==> config.mk <==
export PLATFORM = sky130hd
export DESIGN_NAME = bpj_judge
export DESIGN_NICKNAME = d
export VERILOG_FILES = /design/src/pkg/bpj_pkg.sv /design/src/bpj_judge.sv
export SDC_FILE = /design/constraint.sdc
export NUM_CORES = 1
export LEC_CHECK = 0
export ABC_CLOCK_PERIOD_IN_PS = 3000
export CORE_ASPECT_RATIO = 0.9
export CORE_UTILIZATION = 60
export CTS_BUF_LIST = sky130_fd_sc_hd__clkbuf_8
export CTS_CLUSTER_DIAMETER = 150
export DETAILED_ROUTE_END_ITERATION = 16
export DONT_BUFFER_PORTS = 1
export PLACE_DENSITY_LB_ADDON = 0.25
export SYNTH_ARGS = -nofsm -noshare
export SYNTH_HDL_FRONTEND = slang
export SYNTH_SLANG_ARGS = --single-unit
==> constraint.sdc <==
create_clock -name clock_i -period 3 [get_ports clock_i]
set_input_delay 0.45 -clock clock_i [delete_from_list [all_inputs] [get_ports clock_i]]
set_output_delay 0.45 -clock clock_i [all_outputs]
set_load 0.05 [all_outputs]
==> src/pkg/bpj_pkg.sv <==
// Package for the button press duration judge: register map, timing, types
package bpj_pkg;

	// ----------------------------------------
	// Clocking and timing
	// ----------------------------------------
	localparam int unsigned CLK_HZ = 250_000_000;
	localparam int unsigned SYS_CLK_HZ = 32_000_000;
	localparam int unsigned LS_CLK_HZ = 32_768;
	localparam int unsigned WAIT_MS = 125;
	localparam int unsigned TICK_MS = 1;
	// System clock enable: 250 MHz down to 32 MHz, rounded down
	localparam int unsigned SYS_DIV = CLK_HZ / SYS_CLK_HZ;
	// Low-speed wait clock enable divider
	localparam int unsigned LS_DIV = CLK_HZ / LS_CLK_HZ;
	// Low-speed clock edges per wait step
	localparam int unsigned WAIT_LS_CYC = (LS_CLK_HZ * WAIT_MS + 999) / 1000;
	// System clock edges per millisecond tick
	localparam int unsigned TICK_SYS_CYC = SYS_CLK_HZ / 1000 * TICK_MS;

	localparam int unsigned CNT_W = 16;
	localparam logic [CNT_W-1:0] CNT_RST = 16'h0000;
	localparam logic [CNT_W-1:0] TH_RST = 16'h0018;
	localparam logic [CNT_W-1:0] LIT_RST = 16'h0064;

	// ----------------------------------------
	// Register offsets (byte addresses)
	// ----------------------------------------
	localparam logic [7:0] OFS_CTRL = 8'h00;
	localparam logic [7:0] OFS_THRESH = 8'h04;
	localparam logic [7:0] OFS_COUNT = 8'h08;
	localparam logic [7:0] OFS_STATUS = 8'h0c;
	localparam logic [7:0] OFS_IRQ_STAT = 8'h10;
	localparam logic [7:0] OFS_IRQ_MASK = 8'h14;
	localparam logic [7:0] OFS_LIT_MS = 8'h18;

	// Control bits
	localparam int unsigned CTRL_LINK_EN = 0;
	localparam int unsigned CTRL_TICK_EN = 1;
	localparam int unsigned CTRL_TLED_GO = 2;

	// Interrupt status bits
	localparam int unsigned IRQ_W = 4;
	localparam int unsigned IRQ_LONG = 0;
	localparam int unsigned IRQ_SHORT = 1;
	localparam int unsigned IRQ_TICK = 2;
	localparam int unsigned IRQ_START = 3;

	typedef enum logic [1:0] {
		SEQ_IDLE,
		SEQ_WAIT,
		SEQ_SAMPLE,
		SEQ_UPDATE
	} bpj_seq_e;

	typedef struct packed {
		logic psel;
		logic penable;
		logic pwrite;
		logic [7:0] paddr;
		logic [31:0] pwdata;
	} bpj_apb_req_s;

	typedef struct packed {
		logic pready;
		logic pslverr;
		logic [31:0] prdata;
	} bpj_apb_rsp_s;

	typedef struct packed {
		bpj_seq_e seq;
		logic [2:0] link_en;
		logic btn_m;
		logic btn_s;
		logic btn_prev;
		logic [CNT_W-1:0] sys_div;
		logic [CNT_W-1:0] ls_div;
		logic [CNT_W-1:0] wait_cnt;
		logic [CNT_W-1:0] tick_cnt;
		logic [CNT_W-1:0] count;
		logic [CNT_W-1:0] thr_lat;
		logic [CNT_W-1:0] thresh;
		logic [CNT_W-1:0] lit_ms;
		logic [CNT_W-1:0] lit_cnt;
		logic [IRQ_W-1:0] irq_stat;
		logic [IRQ_W-1:0] irq_mask;
		logic long_press;
		logic act_led;
		logic tim_led;
		logic [31:0] prdata;
		logic pslverr;
	} bpj_state_s;

endpackage

==> src/bpj_judge.sv <==
// Button press duration judge: sequencer, interval channel, indicators, APB slave
//
// Function
// - Sequencer starts only on the event link logic output.
// - Button edge interrupt fires on the falling edge, feeding the event link.
// - Millisecond channel counts system clock, 16 bit, ticks every 1 ms.
// - System clock runs at 32 MHz, here an enable from the main clock.
// - Each wait step lasts 125 ms counted on the low-speed wait clock.
// - After each wait, sample the button pin and branch on it.
// - Button pin is input only; there is no direction control.
// - Wait count is zero at the start of every run.
// - Still pressed: count plus one; below threshold, wait again.
// - Finish step ends the run and returns to idle.
// - Two indicator outputs, both driven high after reset.
// - Millisecond ticks time how long the timer indicator stays lit.
// - Released on sample: short press, finish without end interrupt.
// - Count reaches threshold: long press, raise sequence end interrupt.
// - Activity indicator lit from start until the run completes.
`timescale 1ns/1ns
`default_nettype none

module bpj_judge #(
	parameter int unsigned WAIT_LS_CYC = bpj_pkg::WAIT_LS_CYC,
	parameter int unsigned TICK_SYS_CYC = bpj_pkg::TICK_SYS_CYC
) (
	input wire logic clock_i,
	input wire logic srst_i,
	input wire bpj_pkg::bpj_apb_req_s apb_req_i,
	output bpj_pkg::bpj_apb_rsp_s apb_rsp_o,
	input wire logic button_input_pin_i,
	output logic activity_indicator_output_o,
	output logic timer_indicator_output_o,
	output logic sequence_end_interrupt_o,
	output logic irq_o,
	output logic busy_o
);

	bpj_pkg::bpj_state_s s_q, s_d;

	logic wr_acc;
	logic rd_acc;
	logic sys_en;
	logic ls_en;
	logic fall_edge;
	logic link_out;
	logic tick;
	logic [bpj_pkg::IRQ_W-1:0] ev;
	logic [bpj_pkg::CNT_W-1:0] count_inc;

	// ----------------------------------------
	// Combinational helpers
	// ----------------------------------------
	assign wr_acc = apb_req_i.psel & apb_req_i.penable & apb_req_i.pwrite;
	assign rd_acc = apb_req_i.psel & ~apb_req_i.penable & ~apb_req_i.pwrite;
	assign sys_en = (s_q.sys_div == bpj_pkg::CNT_W'(bpj_pkg::SYS_DIV - 1));
	assign ls_en = (s_q.ls_div == bpj_pkg::CNT_W'(bpj_pkg::LS_DIV - 1));
	// Pin is read only; no direction register exists
	assign fall_edge = s_q.btn_prev & ~s_q.btn_s;
	assign link_out = fall_edge & s_q.link_en[bpj_pkg::CTRL_LINK_EN];
	assign tick = sys_en & s_q.link_en[bpj_pkg::CTRL_TICK_EN]
		& (s_q.tick_cnt == bpj_pkg::CNT_W'(TICK_SYS_CYC - 1));
	assign count_inc = s_q.count + bpj_pkg::CNT_W'(1);

	// ----------------------------------------
	// Next state
	// ----------------------------------------
	always_comb begin
		s_d = s_q;
		ev = '0;
		s_d.pslverr = 1'b0;

		// Pin synchroniser; the first stage feeds only the second
		s_d.btn_m = button_input_pin_i;
		s_d.btn_s = s_q.btn_m;
		s_d.btn_prev = s_q.btn_s;

		s_d.sys_div = sys_en ? '0 : s_q.sys_div + bpj_pkg::CNT_W'(1);
		s_d.ls_div = ls_en ? '0 : s_q.ls_div + bpj_pkg::CNT_W'(1);

		// Interval channel: free-running while enabled
		if (!s_q.link_en[bpj_pkg::CTRL_TICK_EN]) begin
			s_d.tick_cnt = '0;
		end else if (sys_en) begin
			s_d.tick_cnt = tick ? '0 : s_q.tick_cnt + bpj_pkg::CNT_W'(1);
		end
		ev[bpj_pkg::IRQ_TICK] = tick;

		// Timer indicator lit (low) while ticks remain
		if (s_q.lit_cnt != '0) begin
			if (tick) begin
				s_d.lit_cnt = s_q.lit_cnt - bpj_pkg::CNT_W'(1);
			end
		end
		s_d.tim_led = (s_d.lit_cnt == '0);

		case (s_q.seq)
			bpj_pkg::SEQ_IDLE: begin
				if (link_out) begin
					s_d.count = bpj_pkg::CNT_RST;
					s_d.thr_lat = s_q.thresh;
					s_d.wait_cnt = '0;
					s_d.act_led = 1'b0;
					ev[bpj_pkg::IRQ_START] = 1'b1;
					s_d.seq = bpj_pkg::SEQ_WAIT;
				end
			end
			bpj_pkg::SEQ_WAIT: begin
				if (ls_en) begin
					if (s_q.wait_cnt == bpj_pkg::CNT_W'(WAIT_LS_CYC - 1)) begin
						s_d.wait_cnt = '0;
						s_d.seq = bpj_pkg::SEQ_SAMPLE;
					end else begin
						s_d.wait_cnt = s_q.wait_cnt + bpj_pkg::CNT_W'(1);
					end
				end
			end
			bpj_pkg::SEQ_SAMPLE: begin
				// Low means pressed
				if (s_q.btn_s) begin
					s_d.long_press = 1'b0;
					ev[bpj_pkg::IRQ_SHORT] = 1'b1;
					s_d.act_led = 1'b1;
					s_d.seq = bpj_pkg::SEQ_IDLE;
				end else begin
					s_d.count = count_inc;
					s_d.seq = bpj_pkg::SEQ_UPDATE;
				end
			end
			bpj_pkg::SEQ_UPDATE: begin
				if (s_q.count < s_q.thr_lat) begin
					s_d.seq = bpj_pkg::SEQ_WAIT;
				end else begin
					s_d.long_press = 1'b1;
					ev[bpj_pkg::IRQ_LONG] = 1'b1;
					s_d.act_led = 1'b1;
					s_d.seq = bpj_pkg::SEQ_IDLE;
				end
			end
			default: begin
				s_d.seq = bpj_pkg::SEQ_IDLE;
			end
		endcase

		// APB writes take effect in the access phase
		if (wr_acc) begin
			if (apb_req_i.paddr == bpj_pkg::OFS_CTRL) begin
				s_d.link_en = apb_req_i.pwdata[2:0];
				if (apb_req_i.pwdata[bpj_pkg::CTRL_TLED_GO]) begin
					s_d.lit_cnt = s_q.lit_ms;
					s_d.tim_led = 1'b0;
				end
				s_d.link_en[bpj_pkg::CTRL_TLED_GO] = 1'b0;
			end else if (apb_req_i.paddr == bpj_pkg::OFS_THRESH) begin
				s_d.thresh = apb_req_i.pwdata[bpj_pkg::CNT_W-1:0];
			end else if (apb_req_i.paddr == bpj_pkg::OFS_IRQ_STAT) begin
				s_d.irq_stat = s_q.irq_stat & ~apb_req_i.pwdata[bpj_pkg::IRQ_W-1:0];
			end else if (apb_req_i.paddr == bpj_pkg::OFS_IRQ_MASK) begin
				s_d.irq_mask = apb_req_i.pwdata[bpj_pkg::IRQ_W-1:0];
			end else if (apb_req_i.paddr == bpj_pkg::OFS_LIT_MS) begin
				s_d.lit_ms = apb_req_i.pwdata[bpj_pkg::CNT_W-1:0];
			end
		end
		// Set wins over a clear in the same cycle
		s_d.irq_stat = s_d.irq_stat | ev;

		// Read data captured in setup, presented in access
		if (rd_acc) begin
			s_d.prdata = '0;
			if (apb_req_i.paddr == bpj_pkg::OFS_CTRL) begin
				s_d.prdata[1:0] = s_q.link_en[1:0];
			end else if (apb_req_i.paddr == bpj_pkg::OFS_THRESH) begin
				s_d.prdata[bpj_pkg::CNT_W-1:0] = s_q.thresh;
			end else if (apb_req_i.paddr == bpj_pkg::OFS_COUNT) begin
				s_d.prdata[bpj_pkg::CNT_W-1:0] = s_q.count;
			end else if (apb_req_i.paddr == bpj_pkg::OFS_STATUS) begin
				s_d.prdata[4:0] = {~s_q.btn_s, s_q.long_press, s_q.tim_led, s_q.act_led,
					s_q.seq != bpj_pkg::SEQ_IDLE};
			end else if (apb_req_i.paddr == bpj_pkg::OFS_IRQ_STAT) begin
				s_d.prdata[bpj_pkg::IRQ_W-1:0] = s_q.irq_stat;
			end else if (apb_req_i.paddr == bpj_pkg::OFS_IRQ_MASK) begin
				s_d.prdata[bpj_pkg::IRQ_W-1:0] = s_q.irq_mask;
			end else if (apb_req_i.paddr == bpj_pkg::OFS_LIT_MS) begin
				s_d.prdata[bpj_pkg::CNT_W-1:0] = s_q.lit_ms;
			end else begin
				s_d.prdata = '0;
			end
		end
		// Error decided in setup for both directions, so it stands in access
		if (apb_req_i.psel && !apb_req_i.penable) begin
			s_d.pslverr = !(apb_req_i.paddr <= bpj_pkg::OFS_LIT_MS
				&& apb_req_i.paddr[1:0] == 2'b00);
		end else if (apb_req_i.psel && apb_req_i.penable) begin
			s_d.pslverr = s_q.pslverr;
		end
	end

	// ----------------------------------------
	// State register
	// ----------------------------------------
	always_ff @(posedge clock_i) begin
		if (srst_i) begin
			s_q <= '0;
			s_q.seq <= bpj_pkg::SEQ_IDLE;
			s_q.btn_m <= 1'b1;
			s_q.btn_s <= 1'b1;
			s_q.btn_prev <= 1'b1;
			s_q.thresh <= bpj_pkg::TH_RST;
			s_q.lit_ms <= bpj_pkg::LIT_RST;
			s_q.act_led <= 1'b1;
			s_q.tim_led <= 1'b1;
		end else begin
			s_q <= s_d;
		end
	end

	// ----------------------------------------
	// Outputs
	// ----------------------------------------
	assign apb_rsp_o.pready = 1'b1;
	assign apb_rsp_o.pslverr = s_q.pslverr;
	assign apb_rsp_o.prdata = s_q.prdata;
	assign activity_indicator_output_o = s_q.act_led;
	assign timer_indicator_output_o = s_q.tim_led;
	assign sequence_end_interrupt_o = s_q.irq_stat[bpj_pkg::IRQ_LONG];
	assign irq_o = |(s_q.irq_stat & s_q.irq_mask);
	assign busy_o = (s_q.seq != bpj_pkg::SEQ_IDLE);

endmodule

`default_nettype wire

Word-level counts from Yosys, hierarchy flattened
Cells that the tools add are included.

Bits in registers: 195. Output and inout port bits: 39. Input bits: 46. Word-level logic and storage cells: 156.

Reductions and logical operators: 29. Muxes and demuxes: 58. Equal/unequal tests: 20. Add/sub/neg operators: 6. Bitwise gates (word level): 20. Order comparisons: 2.

Operators with widths (count): 16-bit two-way mux (19); 16-bit by 1-bit adder with 16-bit output (second input constant) (5); 16-bit one-hot mux with 2 select lines (2); 32-bit two-way mux (1); 30-bit two-way mux (1); 8-bit by 5-bit == test with 1-bit output (second input constant) (3); 12-bit two-way mux (2); 24-bit two-way mux (1); 4-bit two-way mux (5); 16-bit by 12-bit == test with 1-bit output (second input constant) (1); 16-bit by 13-bit == test with 1-bit output (second input constant) (1); 16-bit by 15-bit == test with 1-bit output (second input constant) (1); 16-bit by 3-bit == test with 1-bit output (second input constant) (1); 8-bit by 4-bit == test with 1-bit output (second input constant) (2); 16-bit logical NOT (1); 16-bit less-than comparator (1); 8-bit two-way mux (2); 16-bit nonzero test (1); 16-bit by 1-bit subtractor with 16-bit output (second input constant) (1); 3-bit AND reduction (5); 2-bit two-way mux (7); 2-bit inequality test (second input constant) (7); 1-bit two-way mux (13); 11-bit two-way mux (1); 25 further kinds (51).

Logic depth before layout (Yosys ltp)
Gate-level depths: netlist of the first run.

Depth after elaboration: 15. Gate-level depth with buffers: 11. Depth with buffers taken out: 9.

Worst setup path before layout of the first run
OpenSTA, ideal clock, no wires.

Path kind: input-to-reg. Start point: input apb_req_i[33] (netlist name). End point: register s_q[65] (netlist name). Buffers on the path: 2. Setup time: 0.122 ns. Path slack: 0.555 ns. Data required time: 2.878 ns. Stages: 9. Data arrival time: 2.323 ns. Path through: or4_1 or3_1 nor2_2 nor2b_1 and2_1 clkbuf_1 buf_2 nand2_1 nand3b_1.

Longest elaborated chain between the ends: 3. Elaborated cells on any way between the ends: 10. Classes of those cells: 4 x eq/ne; 4 x bitwise; 2 x reduce/logical.

RTL lines: start: declaration (line bpj_judge.sv:28) `input wire bpj_pkg::bpj_apb_req_s apb_req_i,`; 8-bit by 5-bit == test with 1-bit output, or another cell as far along (line bpj_judge.sv:157) `end else if (apb_req_i.paddr == bpj_pkg::OFS_IRQ_MASK) begin`; 1-bit inverter (no source line); 6-bit AND reduction (no source line) *; end: declaration (line bpj_judge.sv:38) `bpj_pkg::bpj_state_s s_q, s_d;`.

Mark *: on every way between the ends. The rest lies on a longest branch, timed or not. A chain may end at the register's enable or synchronous reset.

Worst setup path after layout of the first run
Start point: register s_q[172] (netlist name). End point: register s_q, in the netlist timer_indicator_output_o.

Longest elaborated chain between the ends: 9.

RTL lines: 16-bit by 3-bit == test with 1-bit output * (line bpj_judge.sv:55) `assign sys_en = (s_q.sys_div == bpj_pkg::CNT_W'(bpj_pkg::SYS_DIV - 1));`; 1-bit bitwise AND * (line bpj_judge.sv:60) `assign tick = sys_en & s_q.link_en[bpj_pkg::CTRL_TICK_EN]`; 1-bit bitwise AND * (line bpj_judge.sv:61) `& (s_q.tick_cnt == bpj_pkg::CNT_W'(TICK_SYS_CYC - 1));`; 16-bit two-way mux * (line bpj_judge.sv:90) `if (tick) begin`; 16-bit two-way mux * (line bpj_judge.sv:89) `if (s_q.lit_cnt != '0) begin`; 16-bit logical NOT * (line bpj_judge.sv:94) `s_d.tim_led = (s_d.lit_cnt == '0);`; 1-bit two-way mux (line bpj_judge.sv:148) `if (apb_req_i.pwdata[bpj_pkg::CTRL_TLED_GO]) begin`; 1-bit two-way mux (line bpj_judge.sv:146) `if (apb_req_i.paddr == bpj_pkg::OFS_CTRL) begin`; 1-bit two-way mux * (line bpj_judge.sv:145) `if (wr_acc) begin`.

Marks and branches as above.

==> impl_metrics.json, run 1 <==
{
  "die_w_um": 128.3,
  "wl_um": 18330,
  "numPortBuffers": 0,
  "finalCritPeriodShare_pct": 87.11,
  "skew_ns": 0.01239,
  "clock_path_buffers": 2,
  "fill_cells": 1208,
  "hold_class": "in -> reg",
  "dieArea_sq_um": 14850,
  "ir_worst_vdd_mv": 0.3557,
  "hpwl_um": 13030,
  "critPathKind": "reg -> reg",
  "async_flop_share_pct": 0,
  "die_h_um": 115.7,
  "num_vias": 6903,
  "initial_core_util_pct": 61.54,
  "pre_cts_ws_ns": 0.3654,
  "seq_area_sq_um": 3583,
  "slew_headroom_pct": 53.37,
  "cts_resized": 0,
  "switching_share_pct": 21.08,
  "pwr-share-comb_pct": 2.8,
  "syn_inst": 1056,
  "ios": 85,
  "p_clk_share_pct": 43.7,
  "total_leakage_power_nw": 3.259,
  "worst_slack_ns": 0.3866,
  "tightestPinTransition_ns": 0.6987,
  "syn-cell-area_sq_um": 8618,
  "grt_antenna_before_repair": 0,
  "grt_pass1_wl_um": 30360,
  "grt_pass1_vias": 6168,
  "wl_per_cell_um": 14.93,
  "end_kind": "flop",
  "final_common_cell": "dfxtp_1",
  "grt_setup_unrepaired": "false",
  "finalHoldViolCount": 0,
  "synth_edf_count": 0,
  "startpoint_type": "flop",
  "cts_hold_buffers": 0,
  "std_cell_rows": 41,
  "status": "finished with violations",
  "cts-buffers-inserted": 17,
  "grt_use_total_pct": 25.92,
  "vias_per_cell": 5.621,
  "antenna_cells": 0,
  "drc": 2,
  "power_density_nw_per_um2": 502.6,
  "hold_slack_ns": 0.06197,
  "multi_input_area_sq_um": 4532,
  "violations": "design-rule violations",
  "cp_data_required_time_ns": 3.34,
  "finalSetupTns_ns": 0,
  "synth_flop_cell": "dfxtp_1",
  "seqPwrFrac_pct": 53.5,
  "setup_viol": 0,
  "ant_nets": 0,
  "clk_latency_ns": 0.45,
  "drv_cap": 0,
  "netSwitchingPower_w": 0.0009641,
  "core_sq_um": 14000,
  "path_clk_slew_ns": 0.09,
  "syn2layout_area_growth_pct": 5.604,
  "power.internal_w": 0.003610,
  "root_buffer": "clkbuf_8",
  "synth.avg_cell_area_sq_um": 8.161,
  "drt_pass1_iterations": 14,
  "drt-initial-drc-count": 538,
  "yosysUniqueCellTypes": 60,
  "cp.arrival_ns": 2.95,
  "mostFrequentLayoutCells": "179 x dfxtp_1, 153 x nand2_1, 147 x nor2_1",
  "gp_congestion": 0.9045,
  "cts_setup_buffers": 0,
  "fmax_ghz": 0.3826,
  "synth_seq_cells": 179,
  "fin_crit_ns": 2.613,
  "worstPathMaxFanout": 9,
  "htree_levels": 4,
  "maxSlewViolCount": 0,
  "synth_seq_area_share_pct": 41.58,
  "ys.warnings.count": 0,
  "grt-ovfl-total": 0,
  "cts_tree": "done",
  "drive_gt1_share_pct": 6.473,
  "grt_max_degree": 110,
  "nets": 1093,
  "cts.sinks": 179
}
worst max-delay path, cell delays in order (launching register included):
cell,delay [ns]
dfxtp_1,0.35
inv_1,0.06
ha_1,0.12
nor4b_1,0.37
and4_1,0.35
nand4_1,0.16
nand2b_1,0.36
nor4_1,0.30
xnor2_1,0.15
a41o_1,0.28
state kept, by name (all words and copies together) (netlist names):
| register | flops |
|---|---|
| activity_indicator_output_o | 1 |
| apb_rsp_o | 17 |
| s_d | 2 |
| s_q | 157 |
| sequence_end_interrupt_o | 1 |
| timer_indicator_output_o | 1 |
kinds of logic after synthesis:
kind of cell / count (synthesis) / synth area share, %
xor+xnor: 75 / 7.622
fa+ha+maj: 24 / 3.484
flops: 179 / 41.58
compound gates: 171 / 12.99
simple gates: 479 / 26.44
mux: 10 / 1.190
other cells: 2 / 0.08714
buf+inv: 116 / 6.606
power by group through the flow:
stage | clock network (W) | logic, W | registers [W]
after CTS | 0.00204 | 0.000127 | 0.00245
after global routing | 0.00212 | 0.000141 | 0.00245
final | 0.00200 | 0.000127 | 0.00245
after detailed placement | 0 | 0.000127 | 0.00250
after floorplan | 0 | 0.000209 | 0.00246
after global placement | 0 | 0.000126 | 0.00250
path summary, 6_finish.rpt:
| kind | slack, ns | depth (start not counted) | to | startpoint |
|---|---|---|---|---|
| setup / recovery | 0.39 | 9 | timer_indicator_output_o | s_q[172] |
| hold / removal | 0.06 | 1 | s_q[37] | srst_i |
| setup reg to reg | 0.39 | 9 | timer_indicator_output_o | s_q[172] |
| hold reg to reg | 0.42 | 1 | s_d[188] | s_d[189] |
synthesized netlist by cell type, types with 3 or more instances:
cell      count  area [sq um]
and2_1        6         37.54
inv_1        33         123.9
nor2b_1       7         43.79
o211ai_1      3         22.52
nor4b_1       6         52.55
nor3_1       18         90.09
nand4_1      15         93.84
dfxtp_1     179          3583
o31ai_1       3         22.52
nor3b_1       3         22.52
buf_2         5         25.02
and3_1       18         112.6
nand3b_1     11         82.58
a211oi_1     27         202.7
ha_1         24         300.3
o21ai_0      22         110.1
a21o_1        3         22.52
nand2_1     153         574.3
or3_1        15         93.84
nor2_1      147         551.8
nand2b_1     10         62.56
clkbuf_1     44         165.2
and4_1        5         43.79
buf_4        34         255.2
a311oi_1      3         26.28
or2_2         7         43.79
a222oi_1     11         110.1
nand3_1      39         195.2
or4_1         3         22.52
nor4_1        4         25.02
mux2i_1       8         80.08
a22oi_1       6         45.04
xnor2_1      33         289.0
xor2_1       42         367.9
a21oi_1      73         365.4
final cells by class:
| class | instances | area share, % |
|---|---|---|
| Multi-Input combinational cell | 776 | 49.79 |
| Sequential cell | 179 | 39.37 |
| Clock buffer | 22 | 3.327 |
| Tap cell | 193 | 2.653 |
| Clock inverter | 9 | 2.172 |
| Inverter | 33 | 1.361 |
| Timing Repair Buffer | 16 | 1.320 |
per-stage QoR:
step | power [W] | instances | area, sq um | util, %
after global placement | 0.002629 | 1197 | 8601 | 61.41
after global routing | 0.004715 | 1228 | 9101 | 64.99
final | 0.004574 | 1228 | 9101 | 64.99
after detailed placement | 0.002631 | 1197 | 8601 | 61.41
after CTS | 0.004610 | 1228 | 9101 | 64.99
after floorplan | 0.002669 | 1071 | 8675 | -
routing by layer:
layer / up-vias / wire [um] / track usage (%)
met5: - / 0 / 0
met4: 0 / 299 / 8.235
met3: 22 / 1169 / 6.741
met2: 168 / 7980 / 39.24
met1: 3203 / 8883 / 36.13
li1: 3510 / - / -
Note: power is estimated with default switching activity, not from simulation.
==> run 2: changes to the inputs <==
--- a/config.mk
+++ b/config.mk
@@ -5,7 +5,7 @@
 export SDC_FILE = /design/constraint.sdc
 export NUM_CORES = 1
 export LEC_CHECK = 0
-export ABC_CLOCK_PERIOD_IN_PS = 3000
+export ABC_CLOCK_PERIOD_IN_PS = 3300
 export CORE_ASPECT_RATIO = 0.9
 export CORE_UTILIZATION = 60
 export CTS_BUF_LIST = sky130_fd_sc_hd__clkbuf_8
==> constraint.sdc (replaced) <==
create_clock -name clock_i -period 3.3 [get_ports clock_i]
set_input_delay 0.495 -clock clock_i [delete_from_list [all_inputs] [get_ports clock_i]]
set_output_delay 0.495 -clock clock_i [all_outputs]
set_load 0.05 [all_outputs]
==> run 2 against run 1 <==
Effect of this change:
- the run still ends with design-rule violations left
- power decreased by 15%
- critical path type unchanged
- design area decreased by 1.4%
- combinational power decreased by 9%
- sequential cell count unchanged
- count of clock-buffer cells in the layout decreased by 5
- fmax decreased by 3.8%
- largest cell class unchanged
==> impl_metrics.json, run 2 (synthesis gave the netlist of run 1 again) <==
{
  "path_clk_slew_ns": 0.09,
  "multi_input_area_sq_um": 4532,
  "mostFrequentLayoutCells": "179 x dfxtp_1, 153 x nand2_1, 147 x nor2_1",
  "die_w_um": 128.3,
  "grt_pass1_wl_um": 29830,
  "setup_viol": 0,
  "syn2layout_area_growth_pct": 4.167,
  "fin_area_sq_um": 8977,
  "cp_data_required_time_ns": 3.65,
  "cp.arrival_ns": 3.07,
  "die_h_um": 115.7,
  "ios": 85,
  "crit_family": "simple AND/OR/NAND/NOR gates",
  "wl_met3_um": 1286,
  "root_buffer": "clkbuf_8",
  "ir_worst_vdd_mv": 0.4181,
  "vias_per_cell": 5.627,
  "num_vias": 6888,
  "grt-ovfl-total": 0,
  "tightestPinTransition_ns": 0.6664,
  "startpoint_type": "flop",
  "finalSetupTns_ns": 0,
  "std_cell_rows": 41,
  "clock_path_buffers": 2,
  "skew_ns": 0.01368,
  "cts_resized": 0,
  "clk_latency_ns": 0.46,
  "total_leakage_power_nw": 3.189,
  "cts.sinks": 179,
  "status": "finished with violations",
  "top_register": "s_q",
  "initial_core_util_pct": 61.54,
  "pwr-share-comb_pct": 3.0,
  "drt_pass1_iterations": 14,
  "numPortBuffers": 0,
  "drv_cap": 0,
  "end_kind": "flop",
  "final_common_cell": "dfxtp_1",
  "netSwitchingPower_w": 0.0009410,
  "drive_gt1_share_pct": 6.111,
  "cts_tree": "done",
  "dieArea_sq_um": 14850,
  "highest_layer": "met4",
  "nets": 1088,
  "largest_reg_flops": 157,
  "cts_hold_buffers": 0,
  "finalHoldViolCount": 0,
  "gp_congestion": 0.8764,
  "fmax_ghz": 0.3682,
  "power.internal_w": 0.002964,
  "grt_use_total_pct": 25.68,
  "seq_area_sq_um": 3583,
  "finalCritPeriodShare_pct": 82.29,
  "p_total_w": 0.003905,
  "wl_per_cell_um": 14.96,
  "maxSlewViolCount": 0,
  "hold_class": "in -> reg",
  "drc": 2,
  "wl_met1_um": 8834,
  "slew_headroom_pct": 55.23,
  "cts-buffers-inserted": 17,
  "crit_path_top_delay_cell": "nand2b_1",
  "violations": "design-rule violations",
  "drt-initial-drc-count": 499,
  "grt_antenna_before_repair": 0,
  "grt_setup_unrepaired": "false",
  "slowest_delay_ns": 0.41,
  "fill_cells": 1243,
  "grt_pass1_vias": 6166,
  "grt_max_degree": 110,
  "p_clk_share_pct": 40.1,
  "power_density_nw_per_um2": 435.0,
  "htree_levels": 4,
  "cp.buffers_inverters": 1,
  "wl_um": 18320,
  "core_sq_um": 14000,
  "switching_share_pct": 24.10,
  "critPathKind": "reg -> reg",
  "cp_cell_sequence": "inv_1, ha_1, nor4b_1, and4_1, nand4_1, nand2b_1, nor4_1, xnor2_1, a41o_1",
  "antenna_cells": 0,
  "hpwl_um": 12930,
  "seqPwrFrac_pct": 57.0,
  "cts_setup_buffers": 0,
  "place_area_sq_um": 8563,
  "wl_met2_um": 7887,
  "worstPathMaxFanout": 12,
  "ant_nets": 0,
  "fin_crit_ns": 2.716
}
## run 2: changes by cell type in the layout (fill, tap and decap cells not counted), sizes merged
cell,before,now
clkinv,2,5
bufinv,6,3
buf,16,11
inv,33,37
clkinvlp,1,3
clkbuf,22,17
## run 2: worst reg2reg max path, delay by kind of cell (launching register included)
family / cells / cell delay [ns]
compound gates: 1 / 0.27
xor+xnor: 1 / 0.16
fa+ha+maj: 1 / 0.14
buf+inv: 1 / 0.07
flops: 1 / 0.35
simple gates: 5 / 1.63
## run 2: path summary, 6_finish.rpt
check	start	end	slack [ns]	depth (start not counted)
setup / recovery	s_q[172]	timer_indicator_output_o	0.58	9
hold / removal	srst_i	s_q[37]	0.10	1
setup reg to reg	s_q[172]	timer_indicator_output_o	0.58	9
hold reg to reg	s_d[189]	s_d[188]	0.42	1
## run 2: final cells by class
| type | instances | share of cell area, % |
|---|---|---|
| tap | 193 | 2.690 |
| inverter | 33 | 1.380 |
| timing repair buffer | 11 | 0.9199 |
| multi-input combinational | 776 | 50.48 |
| clock buffer | 17 | 2.606 |
| sequential | 179 | 39.92 |
| clock inverter | 15 | 2.007 |
## run 2: power groups by stage
stage,clock [W],combinational (W),sequential (W)
floorplan,0,0.000190,0.00224
global placement,0,0.000114,0.00228
detailed placement,0,0.000116,0.00228
CTS,0.00160,0.000117,0.00222
global route,0.00169,0.000128,0.00223
finish,0.00156,0.000116,0.00222
## run 2: metal layers
metal	global-route usage [%]	vias up
li1	-	3499
met1	34.46	3192
met2	39.39	176
met3	7.572	21
met4	9.098	0
met5	0	-
## run 2: through the flow
step	worst slack, ns	cells	hold slack (ns)	util [%]
final	0.5843	1224	0.1006	64.10
after global routing	0.3957	1224	0.06616	64.10
after CTS	0.6246	1224	0.07633	64.10
after detailed placement	0.5901	1192	0.3972	61.15
after global placement	0.6225	1192	0.3968	61.15
after floorplan	0.8095	1071	0.3895	-
